==> src/pkg/pmic_lock_sleep_map.vh <==
// register offsets, fields, reset values and timing counts of the lock and sleep register group
// Behaviour
// - watchdog lock bit one makes watchdog configuration registers read-only.
// - bits 2..5 one switch outputs two to five off in low power.
// - low_power_request requests low power; cleared when state leaves sleep.
// - deep overvoltage field bits 7:6; only 00 (+15%) valid.
// - deep undervoltage field bits 5:4 decodes -25,-20,-15,-10 percent.
// - per-output window field: 01 six, 10 eight, 11 ten percent; 00 reserved.
// - output five window in deep register 1:0; outputs four..one in second register.
// - sleep pin ignored for blanking time after reset output rises.
// - wake only after sleep pin high for selected rise deglitch time.
// - enter low power only after sleep pin low for fall deglitch time.
// - global write lock one ignores writes to protected registers; lock stays writable.
// - state field bits 3:0 report idle through power-up codes 0000..0111.
// - state field reports 1100 recover, 1101 reset, 1110 recovery-reset.
// - bit 7 of state register shows fuse CRC failure.
// - bit 6 shows analog self-test fail, bit 5 logic self-test fail.
`ifndef PMIC_LOCK_SLEEP_MAP_VH
`define PMIC_LOCK_SLEEP_MAP_VH
// ****************************************
// register offsets
// ****************************************
`define WD_CFG_FIRST 8'h13
`define WD_CFG_LAST 8'h16
`define OFS_WDOG_LOCK 8'h17
`define OFS_LP_SELECT 8'h18
`define OFS_DEEP_THR 8'h19
`define OFS_WIN_THR 8'h1A
`define OFS_SLEEP_TIME 8'h1B
`define OFS_BUS_LOCK 8'h1C
`define OFS_STATE_CODE 8'h22
// ****************************************
// writable bit masks and reset values
// ****************************************
`define MASK_WDOG_LOCK 8'h01
`define MASK_LP_SELECT 8'h3D
`define MASK_DEEP_THR 8'hF3
`define MASK_WIN_THR 8'hFF
`define MASK_SLEEP_TIME 8'hFF
`define MASK_BUS_LOCK 8'h01
`define RST_WDOG_LOCK 8'h00
`define RST_LP_SELECT 8'h00
`define RST_DEEP_THR 8'h01
`define RST_WIN_THR 8'h55
`define RST_SLEEP_TIME 8'h00
`define RST_BUS_LOCK 8'h00
// ****************************************
// state codes
// ****************************************
`define STATE_SLEEP 4'h4
// ****************************************
// timing at 25 MHz
// ****************************************
`define CLK_MHZ 25
`define BLANK_2P5MS_US 2500
`define BLANK_5MS_US 5000
`define BLANK_10MS_US 10000
`define DG_100US 100
`define DG_50US 50
`define DG_20US 20
`define DG_10US 10
`define CYC_BLANK_2P5MS (`BLANK_2P5MS_US * `CLK_MHZ)
`define CYC_BLANK_5MS (`BLANK_5MS_US * `CLK_MHZ)
`define CYC_BLANK_10MS (`BLANK_10MS_US * `CLK_MHZ)
`define CYC_DG_100US (`DG_100US * `CLK_MHZ)
`define CYC_DG_50US (`DG_50US * `CLK_MHZ)
`define CYC_DG_20US (`DG_20US * `CLK_MHZ)
`define CYC_DG_10US (`DG_10US * `CLK_MHZ)
`endif

==> src/hdl/sleep_pin_deglitch.v <==
// low-to-high and high-to-low deglitch of the sleep request pin
`timescale 1ns/1ps
`default_nettype none
`include "pmic_lock_sleep_map.vh"
module sleep_pin_deglitch #(
  parameter CNT_W = 12
) (
  // clock and reset
  input wire sys_clk_in,
  input wire reset_in,
  // pin and timing selects
  input wire pin_in,
  input wire [1:0] rise_sel_in,
  input wire [1:0] fall_sel_in,
  // filtered level
  output reg level_out
);
  // counts kept 32 bits wide here and cut to the counter width below
  localparam [31:0] LIM_100 = `CYC_DG_100US;
  localparam [31:0] LIM_50 = `CYC_DG_50US;
  localparam [31:0] LIM_20 = `CYC_DG_20US;
  localparam [31:0] LIM_10 = `CYC_DG_10US;
  reg [CNT_W-1:0] cnt_r;
  reg [CNT_W-1:0] limit;
  reg [1:0] sel;

  always @* begin
    sel = level_out ? fall_sel_in : rise_sel_in;
    case (sel)
      2'b00: limit = LIM_100[CNT_W-1:0];
      2'b01: limit = LIM_50[CNT_W-1:0];
      2'b10: limit = LIM_20[CNT_W-1:0];
      default: limit = LIM_10[CNT_W-1:0];
    endcase
  end

  // counter restarts on every bounce, so only a steady level passes
  always @(posedge sys_clk_in) begin
    if (reset_in) begin
      cnt_r <= {CNT_W{1'b0}};
      level_out <= 1'b1;
    end else if (pin_in == level_out) begin
      cnt_r <= {CNT_W{1'b0}};
    end else if (cnt_r >= limit - 1'b1) begin
      cnt_r <= {CNT_W{1'b0}};
      level_out <= pin_in;
    end else begin
      cnt_r <= cnt_r + 1'b1;
    end
  end
endmodule
`default_nettype wire

==> src/hdl/sleep_blanking_timer.v <==
// blanking window after the system reset output rises
`timescale 1ns/1ps
`default_nettype none
`include "pmic_lock_sleep_map.vh"
module sleep_blanking_timer #(
  parameter CNT_W = 18,
  parameter CYC_2P5 = `CYC_BLANK_2P5MS,
  parameter CYC_5 = `CYC_BLANK_5MS,
  parameter CYC_10 = `CYC_BLANK_10MS
) (
  // clock and reset
  input wire sys_clk_in,
  input wire reset_in,
  // trigger and select
  input wire reset_rise_in,
  input wire [1:0] blank_sel_in,
  // window active
  output reg blanking_out
);
  reg [CNT_W-1:0] cnt_r;
  reg [CNT_W-1:0] len;

  always @* begin
    case (blank_sel_in)
      2'b01: len = CYC_2P5[CNT_W-1:0];
      2'b10: len = CYC_5[CNT_W-1:0];
      2'b11: len = CYC_10[CNT_W-1:0];
      default: len = {CNT_W{1'b0}};
    endcase
  end

  always @(posedge sys_clk_in) begin
    if (reset_in) begin
      cnt_r <= {CNT_W{1'b0}};
      blanking_out <= 1'b0;
    end else if (reset_rise_in) begin
      cnt_r <= len;
      blanking_out <= (len != {CNT_W{1'b0}});
    end else if (cnt_r > {{(CNT_W-1){1'b0}}, 1'b1}) begin
      cnt_r <= cnt_r - 1'b1;
    end else begin
      cnt_r <= {CNT_W{1'b0}};
      blanking_out <= 1'b0;
    end
  end
endmodule
`default_nettype wire

==> src/hdl/pmic_lock_sleep_state_regs.v <==
// lock, low-power, threshold, sleep timing and state register group
`timescale 1ns/1ps
`default_nettype none
`include "pmic_lock_sleep_map.vh"
module pmic_lock_sleep_state_regs #(
  parameter BLANK_CNT_W = 18,
  parameter CYC_BLANK_2P5 = `CYC_BLANK_2P5MS,
  parameter CYC_BLANK_5 = `CYC_BLANK_5MS,
  parameter CYC_BLANK_10 = `CYC_BLANK_10MS
) (
  // clock and reset
  input wire sys_clk_in,
  input wire reset_in,
  // register port from the bus engine
  input wire [7:0] reg_addr_in,
  input wire [7:0] reg_wdata_in,
  input wire reg_wr_in,
  input wire reg_rd_in,
  output reg [7:0] reg_rdata_out,
  output reg reg_rdata_valid_out,
  // sleep pin and reset output level
  input wire sleep_request_pin_in,
  input wire system_reset_out_in,
  // state machine status
  input wire [3:0] state_code_in,
  input wire fuse_crc_fail_in,
  input wire analog_selftest_fail_in,
  input wire logic_selftest_fail_in,
  // controls to the rest of the device
  output reg watchdog_cfg_wr_en_out,
  output reg [3:0] outs_lowpower_off_out,
  output reg low_power_request_out,
  output reg [1:0] deep_overvoltage_level_out,
  output reg deep_overvoltage_valid_out,
  output reg [1:0] deep_undervoltage_level_out,
  output reg [9:0] out_window_level_out,
  output reg [4:0] out_window_valid_out,
  output reg sleep_entry_out
);
  // ****************************************
  // storage
  // ****************************************
  reg [7:0] wdog_lock_r;
  reg [7:0] lp_select_r;
  reg [7:0] deep_thr_r;
  reg [7:0] win_thr_r;
  reg [7:0] sleep_time_r;
  reg [7:0] bus_lock_r;
  reg [3:0] state_prev_r;
  reg rst_prev_r;
  wire watchdog_lock_bit;
  wire bus_locked;
  wire wr_ok;
  wire leave_sleep;
  wire reset_rise;
  wire blanking;
  wire sleep_filtered;
  wire [9:0] win_all;
  wire [7:0] lp_wdata;
  reg [7:0] rd_mux;

  assign watchdog_lock_bit = wdog_lock_r[0];
  assign bus_locked = bus_lock_r[0];
  assign wr_ok = reg_wr_in & ~bus_locked;
  assign leave_sleep = (state_prev_r == `STATE_SLEEP) && (state_code_in != `STATE_SLEEP);
  assign reset_rise = system_reset_out_in & ~rst_prev_r;
  assign win_all = {deep_thr_r[1:0], win_thr_r};
  assign lp_wdata = reg_wdata_in & `MASK_LP_SELECT;

  // ****************************************
  // register writes
  // ****************************************
  always @(posedge sys_clk_in) begin
    if (reset_in) begin
      wdog_lock_r <= `RST_WDOG_LOCK;
      lp_select_r <= `RST_LP_SELECT;
      deep_thr_r <= `RST_DEEP_THR;
      win_thr_r <= `RST_WIN_THR;
      sleep_time_r <= `RST_SLEEP_TIME;
      bus_lock_r <= `RST_BUS_LOCK;
      state_prev_r <= 4'h0;
      rst_prev_r <= 1'b0;
    end else begin
      state_prev_r <= state_code_in;
      rst_prev_r <= system_reset_out_in;
      // lock register stays reachable so software can unlock
      if (reg_wr_in && reg_addr_in == `OFS_BUS_LOCK) begin
        bus_lock_r <= reg_wdata_in & `MASK_BUS_LOCK;
      end
      if (wr_ok && reg_addr_in == `OFS_WDOG_LOCK) begin
        wdog_lock_r <= reg_wdata_in & `MASK_WDOG_LOCK;
      end
      if (wr_ok && reg_addr_in == `OFS_DEEP_THR) begin
        deep_thr_r <= reg_wdata_in & `MASK_DEEP_THR;
      end
      if (wr_ok && reg_addr_in == `OFS_WIN_THR) begin
        win_thr_r <= reg_wdata_in & `MASK_WIN_THR;
      end
      if (wr_ok && reg_addr_in == `OFS_SLEEP_TIME) begin
        sleep_time_r <= reg_wdata_in & `MASK_SLEEP_TIME;
      end
      // self-clear wins over a write in the same cycle: leaving sleep is final
      if (leave_sleep) begin
        lp_select_r[0] <= 1'b0;
        if (wr_ok && reg_addr_in == `OFS_LP_SELECT) begin
          lp_select_r[7:1] <= lp_wdata[7:1];
        end
      end else if (wr_ok && reg_addr_in == `OFS_LP_SELECT) begin
        lp_select_r <= lp_wdata;
      end
    end
  end

  // ****************************************
  // sleep pin handling
  // ****************************************
  sleep_blanking_timer #(
    .CNT_W(BLANK_CNT_W),
    .CYC_2P5(CYC_BLANK_2P5),
    .CYC_5(CYC_BLANK_5),
    .CYC_10(CYC_BLANK_10)
  ) u_blank (
    .sys_clk_in(sys_clk_in),
    .reset_in(reset_in),
    .reset_rise_in(reset_rise),
    .blank_sel_in(sleep_time_r[5:4]),
    .blanking_out(blanking)
  );

  sleep_pin_deglitch #(
    .CNT_W(12)
  ) u_deglitch (
    .sys_clk_in(sys_clk_in),
    .reset_in(reset_in),
    .pin_in(sleep_request_pin_in),
    .rise_sel_in(sleep_time_r[3:2]),
    .fall_sel_in(sleep_time_r[1:0]),
    .level_out(sleep_filtered)
  );

  // ****************************************
  // read mux, reserved bits zero
  // ****************************************
  always @* begin
    case (reg_addr_in)
      `OFS_WDOG_LOCK: rd_mux = wdog_lock_r;
      `OFS_LP_SELECT: rd_mux = lp_select_r;
      `OFS_DEEP_THR: rd_mux = deep_thr_r;
      `OFS_WIN_THR: rd_mux = win_thr_r;
      `OFS_SLEEP_TIME: rd_mux = sleep_time_r;
      `OFS_BUS_LOCK: rd_mux = bus_lock_r;
      `OFS_STATE_CODE: rd_mux = {fuse_crc_fail_in, analog_selftest_fail_in,
        logic_selftest_fail_in, 1'b0, state_code_in};
      default: rd_mux = 8'h00;
    endcase
  end

  // ****************************************
  // registered outputs
  // ****************************************
  integer i;
  always @(posedge sys_clk_in) begin
    if (reset_in) begin
      reg_rdata_out <= 8'h00;
      reg_rdata_valid_out <= 1'b0;
      watchdog_cfg_wr_en_out <= 1'b1;
      outs_lowpower_off_out <= 4'h0;
      low_power_request_out <= 1'b0;
      deep_overvoltage_level_out <= 2'b00;
      deep_overvoltage_valid_out <= 1'b1;
      deep_undervoltage_level_out <= 2'b00;
      out_window_level_out <= 10'h000;
      out_window_valid_out <= 5'h00;
      sleep_entry_out <= 1'b0;
    end else begin
      reg_rdata_valid_out <= reg_rd_in;
      if (reg_rd_in) begin
        reg_rdata_out <= rd_mux;
      end
      // watchdog config writes pass only when both locks are open
      watchdog_cfg_wr_en_out <= ~watchdog_lock_bit & ~bus_locked;
      outs_lowpower_off_out <= lp_select_r[5:2];
      low_power_request_out <= lp_select_r[0];
      deep_overvoltage_level_out <= deep_thr_r[7:6];
      deep_overvoltage_valid_out <= (deep_thr_r[7:6] == 2'b00);
      deep_undervoltage_level_out <= deep_thr_r[5:4];
      out_window_level_out <= win_all;
      for (i = 0; i < 5; i = i + 1) begin
        out_window_valid_out[i] <= (win_all[2*i +: 2] != 2'b00);
      end
      // pin ignored while blanking; host must raise it in time
      // blanking flop starts one edge late, so the rise edge itself blocks too
      sleep_entry_out <= ~blanking & ~reset_rise & ~sleep_filtered & system_reset_out_in;
    end
  end
endmodule
`default_nettype wire

==> config.mk <==
export PLATFORM = sky130hd
export DESIGN_NAME = pmic_lock_sleep_state_regs
export DESIGN_NICKNAME = d
export VERILOG_FILES = /design/src/hdl/sleep_pin_deglitch.v /design/src/hdl/sleep_blanking_timer.v /design/src/hdl/pmic_lock_sleep_state_regs.v
export VERILOG_INCLUDE_DIRS = /design/src /design/src/pkg
export SDC_FILE = /design/constraint.sdc
export NUM_CORES = 1
export LEC_CHECK = 0
export BUFFER_PORTS_ARGS = -buffer_cell sky130_fd_sc_hd__clkbuf_2
export CORE_MARGIN = 3
export CORE_UTILIZATION = 56
export DETAILED_ROUTE_END_ITERATION = 12
export HOLD_SLACK_MARGIN = 0.02
export PLACE_DENSITY = 0.79
export SLEW_MARGIN = 40
export SYNTH_ARGS = -nofsm -noshare
export SYNTH_HDL_FRONTEND = slang
export SYNTH_SLANG_ARGS = --single-unit
export TNS_END_PERCENT = 50
==> constraint.sdc <==
create_clock -name sys_clk_in -period 2.82 [get_ports sys_clk_in]
set_clock_uncertainty 0.2 [all_clocks]
set_input_delay 0.282 -clock sys_clk_in [delete_from_list [all_inputs] [get_ports sys_clk_in]]
set_output_delay 0.282 -clock sys_clk_in [all_outputs]
set_load 0.02 [all_outputs]
==> impl_metrics.ini, run 1 <==
[clock_network]
clockRootBuffer = clkbuf_8
clkTransAtPathRegs_ps = 100
htreeDepth = 3
clockBufferDepth = 2
numCtsBuffers = 9
post_cts_buffers = 0
cts_tree = done
cts.sinks = 102
clk_latency_ps = 370

[floorplanning]
pin_count = 65
fp.dieW_um = 94.4
fp-row-count = 31
die_h_um = 94.4
die_area_mm2 = 0.00892
initial_utilization_pct = 59.1
coreArea_mm2 = 0.00741

[worst_setup_path]
critPathLaunch = u_deglitch.level_out
reg2reg_slack_ps = 370
worstSetupEndpoint = u_deglitch.cnt_r[8]
crit_buf_inv = 1
crit_required_ps = 2930
endpoint_kind = flop
critical-path-top-delay-family = simple AND/OR/NAND/NOR gates
worst_r2r_endpoint = u_deglitch.cnt_r[8]
path_class = flop to flop
cp_cell_sequence = mux2_2, nand2b_1, ha_1, and4b_1, a31oi_1, nand4_1, buf_4, nor2_1
slowest_delay_ps = 430
reg2reg_from = u_deglitch.level_out
reg2reg_depth = 8
worstPathArrival_ps = 2560
crit_path_max_fanout = 12
cp.depth = 8
cp_slowest_cell = dfxtp_1
start_kind = flop

[synth]
synth-edff-count = 0
syn_nets = 510
synth.ff_latch_count = 102
ys_warn_count = 0
syn_avg_cell_area_um2 = 9.39
synthArstFlopShare_pct = 0
syn_area_mm2 = 0.00438
seq_area_frac_synth_pct = 46.6
synth_cell_types = 54
netlist_instances = 466
synth_flop_cell = dfxtp_1

[power]
power.density_mw_per_mm2 = 667
total_leakage_power_nw = 2.17
ir_worst_vdd_mv = 0.583
fin_total_pwr_mw = 3.41

[place]
place.gp.congestion = 0.864
dp.cells = 616
pre_cts_slack_ps = 398
portBuffers = 64
dp_hpwl_um = 6660

[sta]
tightest_slew_ps = 513
drv_slew = 0
hold_viol = 0
grt_setup_unrepaired = false
setup_viol = 0
timing.hold.ws_ps = 48.9
relSlewSlack_pct = 65.7
finalCriticalPeriod_ps = 2450
fmax_mhz = 408
finalCritPeriodShare_pct = 86.9
layout_setup_ws_ps = 368
fin_setup_tns_ps = 0

[routing]
drt-pass1-iter-count = 5
drt_iter0_drc = 179
antenna_left = 0
routed_wirelength_um = 9270
vias = 3488
route.detailed.drc = 0
wire_per_inst_um = 14.3
vias_per_cell = 5.39

[layout]
nets = 587
fin_cells = 647
final_common_cell = dfxtp_1
syn_to_final_growth_pct = 16.9
mostFrequentLayoutCells = dfxtp_1 (102), clkbuf_2 (64), nor2_1 (63)
drive_above_1_share_pct = 20.1
antenna_cells = 0

[global_routing]
grt_overflow = 0
grt_pass1_wl_um = 15400
antenna_found_initial = 0
grt_max_degree = 26
groute.usage.overall_pct = 21.9
grt_pass1_vias = 3289

[outcome]
outcome = completed

[job]
cap_violations = 0

[worst_hold_path]
min_path_type = primary input to flop
[worst min-delay path, cell delays in order]
cell      delay (ps)
clkbuf_2         110
nor2_1            50
mux2i_1          130
[sequential cells by signal (all words and copies together) (netlist names), 2 cells and up]
name	count
deep_overvoltage_level_out	2
deep_thr_r	6
deep_undervoltage_level_out	2
lp_select_r	5
out_window_level_out	10
out_window_valid_out	5
outs_lowpower_off_out	4
reg_rdata_out	8
sleep_time_r	8
state_prev_r	4
u_blank.cnt_r	18
u_deglitch.cnt_r	12
win_thr_r	8
[worst min path at each step]
| stage | start | end | slack (ps) | cells after the start |
|---|---|---|---|---|
| CTS | sleep_request_pin_in | u_deglitch.level_out | 40 | 3 |
| global placement | reg_rdata_out[4] | reg_rdata_out[4] | 260 | 2 |
| finish | sleep_request_pin_in | u_deglitch.level_out | 50 | 3 |
| global route | sleep_request_pin_in | u_deglitch.level_out | 70 | 3 |
| floorplan | reset_in | out_window_level_out[1] | 160 | 1 |
| detailed placement | reg_rdata_out[4] | reg_rdata_out[4] | 260 | 2 |
[power by group]
group	internal (mW)	switching [mW]
sequential	1.54	0.102
clock	0.352	0.558
combinational	0.387	0.476
[routing by layer]
metal | wire length, µm | vias to the layer above | track usage, %
li1 | - | 1762 | -
met1 | 4210 | 1624 | 28.1
met2 | 4480 | 84 | 36.4
met3 | 358 | 18 | 3.03
met4 | 221 | 0 | 10.8
met5 | 0 | - | 0
[cells by family after synthesis]
group | synth area share, %
mux | 8.09
xor+xnor | 4.80
fa+ha+maj | 4.29
flops | 46.6
buf+inv | 3.20
simple gates | 25.0
compound gates | 7.97
[through the flow]
stage               area [µm²]  util [%]
CTS                       5120      69.1
floorplan                 4380         -
finish                    5120      69.1
global route              5120      69.1
detailed placement        4770      64.4
global placement          4770      64.4
[repair_timing]
action / 4_1_cts / 5_1_grt
hold buffers: 15 / 0
endpoints found under the hold margin: 31 / 0
resized for setup: 0 / 0
endpoints found under the setup margin: 0 / 0
[area by class of cell]
class | count | area [µm²]
clock buffers | 9 | 124
clock inverters | 7 | 73.8
fillers | 590 | 2290
inverters | 10 | 37.5
multi-input cells | 334 | 2200
flip-flops and latches | 102 | 2040
well taps | 99 | 124
repair buffers | 86 | 523
[cells in the mapped netlist (3+ instances only)]
library cell | count | area share [%]
dfxtp_1 | 102 | 47
nor2_1 | 63 | 5.4
nand2_1 | 37 | 3.2
nor2b_1 | 32 | 4.6
mux2i_1 | 23 | 5.3
a21oi_1 | 22 | 2.5
nand3_1 | 19 | 2.2
ha_1 | 15 | 4.3
xnor2_1 | 15 | 3.0
clkbuf_1 | 11 | 0.94
inv_1 | 10 | 0.86
nand4_1 | 9 | 1.3
xor2_1 | 9 | 1.8
nor3_1 | 8 | 0.91
mux2_2 | 7 | 1.8
a211oi_1 | 6 | 1.0
buf_2 | 6 | 0.69
nand2b_1 | 6 | 0.86
or2_2 | 5 | 0.71
a22oi_1 | 4 | 0.69
and3_1 | 4 | 0.57
nand3b_1 | 4 | 0.69
o21ai_0 | 4 | 0.46
a311oi_1 | 3 | 0.60
nor4_1 | 3 | 0.43
(Power assumes the default switching activity.)
==> inputs of run 2 (changes only) <==
BUFFER_PORTS_ARGS = -buffer_cell sky130_fd_sc_hd__buf_2   (was -buffer_cell sky130_fd_sc_hd__clkbuf_2)
SLEW_MARGIN = default   (was 40)
==> impl_metrics.ini, run 2 (synthesis results as in run 1) <==
[outcome]
outcome = completed

[global_routing]
grt_pass1_vias = 3305
antenna_found_initial = 0
grt_overflow = 0
groute.usage.overall_pct = 21.3
grt_max_degree = 25
grt_pass1_wl_um = 15100

[layout]
final_common_cell = dfxtp_1
syn_to_final_growth_pct = 16.8
nets = 585
drive_above_1_share_pct = 20.1
reg_top3 = u_blank.cnt_r: 18 flops, u_deglitch.cnt_r: 12 flops, out_window_level_out: 10 flops
regMostFlops = u_blank.cnt_r
antenna_cells = 0
mostFrequentLayoutCells = dfxtp_1 (102), buf_2 (64), nor2_1 (63)
utilization_pct = 69.0
largest_reg_flops = 18

[sta]
finalCritPeriodShare_pct = 86.7
drv_slew = 0
hold_viol = 0
fmax_mhz = 409
fin_setup_tns_ps = 0
finalCriticalPeriod_ps = 2450
grt_setup_unrepaired = false
layout_setup_ws_ps = 375
tightest_slew_ps = 513
relSlewSlack_pct = 65.7
setup_viol = 0

[floorplanning]
die_area_mm2 = 0.00892
die_h_um = 94.4
initial_utilization_pct = 59.1
coreArea_mm2 = 0.00741
pin_count = 65
fp-row-count = 31
fp.dieW_um = 94.4

[worst_setup_path]
crit_path_max_fanout = 12
path_class = flop to flop
crit_required_ps = 2920
start_kind = flop
endpoint_kind = flop
worstPathArrival_ps = 2540

[clock_network]
clockBufferDepth = 2
clockRootBuffer = clkbuf_8
post_cts_buffers = 0
ctsResizeCount = 0
clkTransAtPathRegs_ps = 100
clk_latency_ps = 370
cts.sinks = 102
numCtsBuffers = 9
hold_buffers = 13
cts_tree = done
htreeDepth = 3

[power]
fin_total_pwr_mw = 3.42
total_leakage_power_nw = 2.17
power.density_mw_per_mm2 = 668
ir_worst_vdd_mv = 0.543

[routing]
wire_per_inst_um = 14.2
route.detailed.drc = 0
routed_wirelength_um = 9150
vias_per_cell = 5.44
vias = 3510
antenna_left = 0
drt-pass1-iter-count = 4
drt_iter0_drc = 138

[job]
cap_violations = 0

[place]
dp_hpwl_um = 6580
pre_cts_slack_ps = 413
place.gp.congestion = 0.840
portBuffers = 64

[worst_hold_path]
min_path_type = primary input to flop
run 2: cell types whose count changed in the layout (fill, tap and decap cells not counted):
cell,change
buf_2,+64
clkbuf_2,-64
inv_6,-3
clkinv_8,+2
dlygate4sd3_1,-2
clkinv_4,+1
run 2: worst max-delay path: stages (launching register included):
cell	delay, ps
dfxtp_1	450
mux2_2	410
nand2b_1	180
ha_1	280
and4b_1	220
a31oi_1	220
nand4_1	110
buf_4	190
nor2_1	120
run 2: layout make-up:
cell class                      count  area, µm²
Clock buffer                        9        124
Clock inverter                      7       88.8
Fill cell                         577       2290
Inverter                           10       37.5
Multi-Input combinational cell    334       2200
Sequential cell                   102       2040
Tap cell                           99        124
Timing Repair Buffer               84        503
run 2: path summary, 6_finish.rpt:
kind | start | end | slack, ps | cells past startpoint
hold reg to reg | reg_rdata_out[4] | reg_rdata_out[4] | 280 | 2
setup reg to reg | u_deglitch.level_out | u_deglitch.cnt_r[2] | 370 | 8
hold / removal | sleep_request_pin_in | u_deglitch.level_out | 40 | 3
setup / recovery | u_deglitch.level_out | u_deglitch.cnt_r[2] | 370 | 8
run 2: per-layer routing:
layer	wire [µm]	global-route usage, %
met5	0	0
met4	106	6.86
met3	429	4.54
met2	4600	36.1
met1	4010	27.1
run 2: report_power, final:
| part | internal (mW) | switching [mW] | leakage [nW] |
|---|---|---|---|
| Combinational | 0.384 | 0.473 | 1.24 |
| Sequential | 1.54 | 0.100 | 0.831 |
| Clock | 0.358 | 0.562 | 0.106 |
| Total | 2.28 | 1.14 | 2.17 |
run 2: per-stage QoR:
step / cell area [µm²] / instances / hold slack [ps]
after floorplan: 4380 / 466 / 161
after global placement: 4770 / 616 / 256
after detailed placement: 4770 / 616 / 264
after CTS: 5110 / 645 / 24.7
after global routing: 5110 / 645 / 22.3
final: 5110 / 645 / 38.6
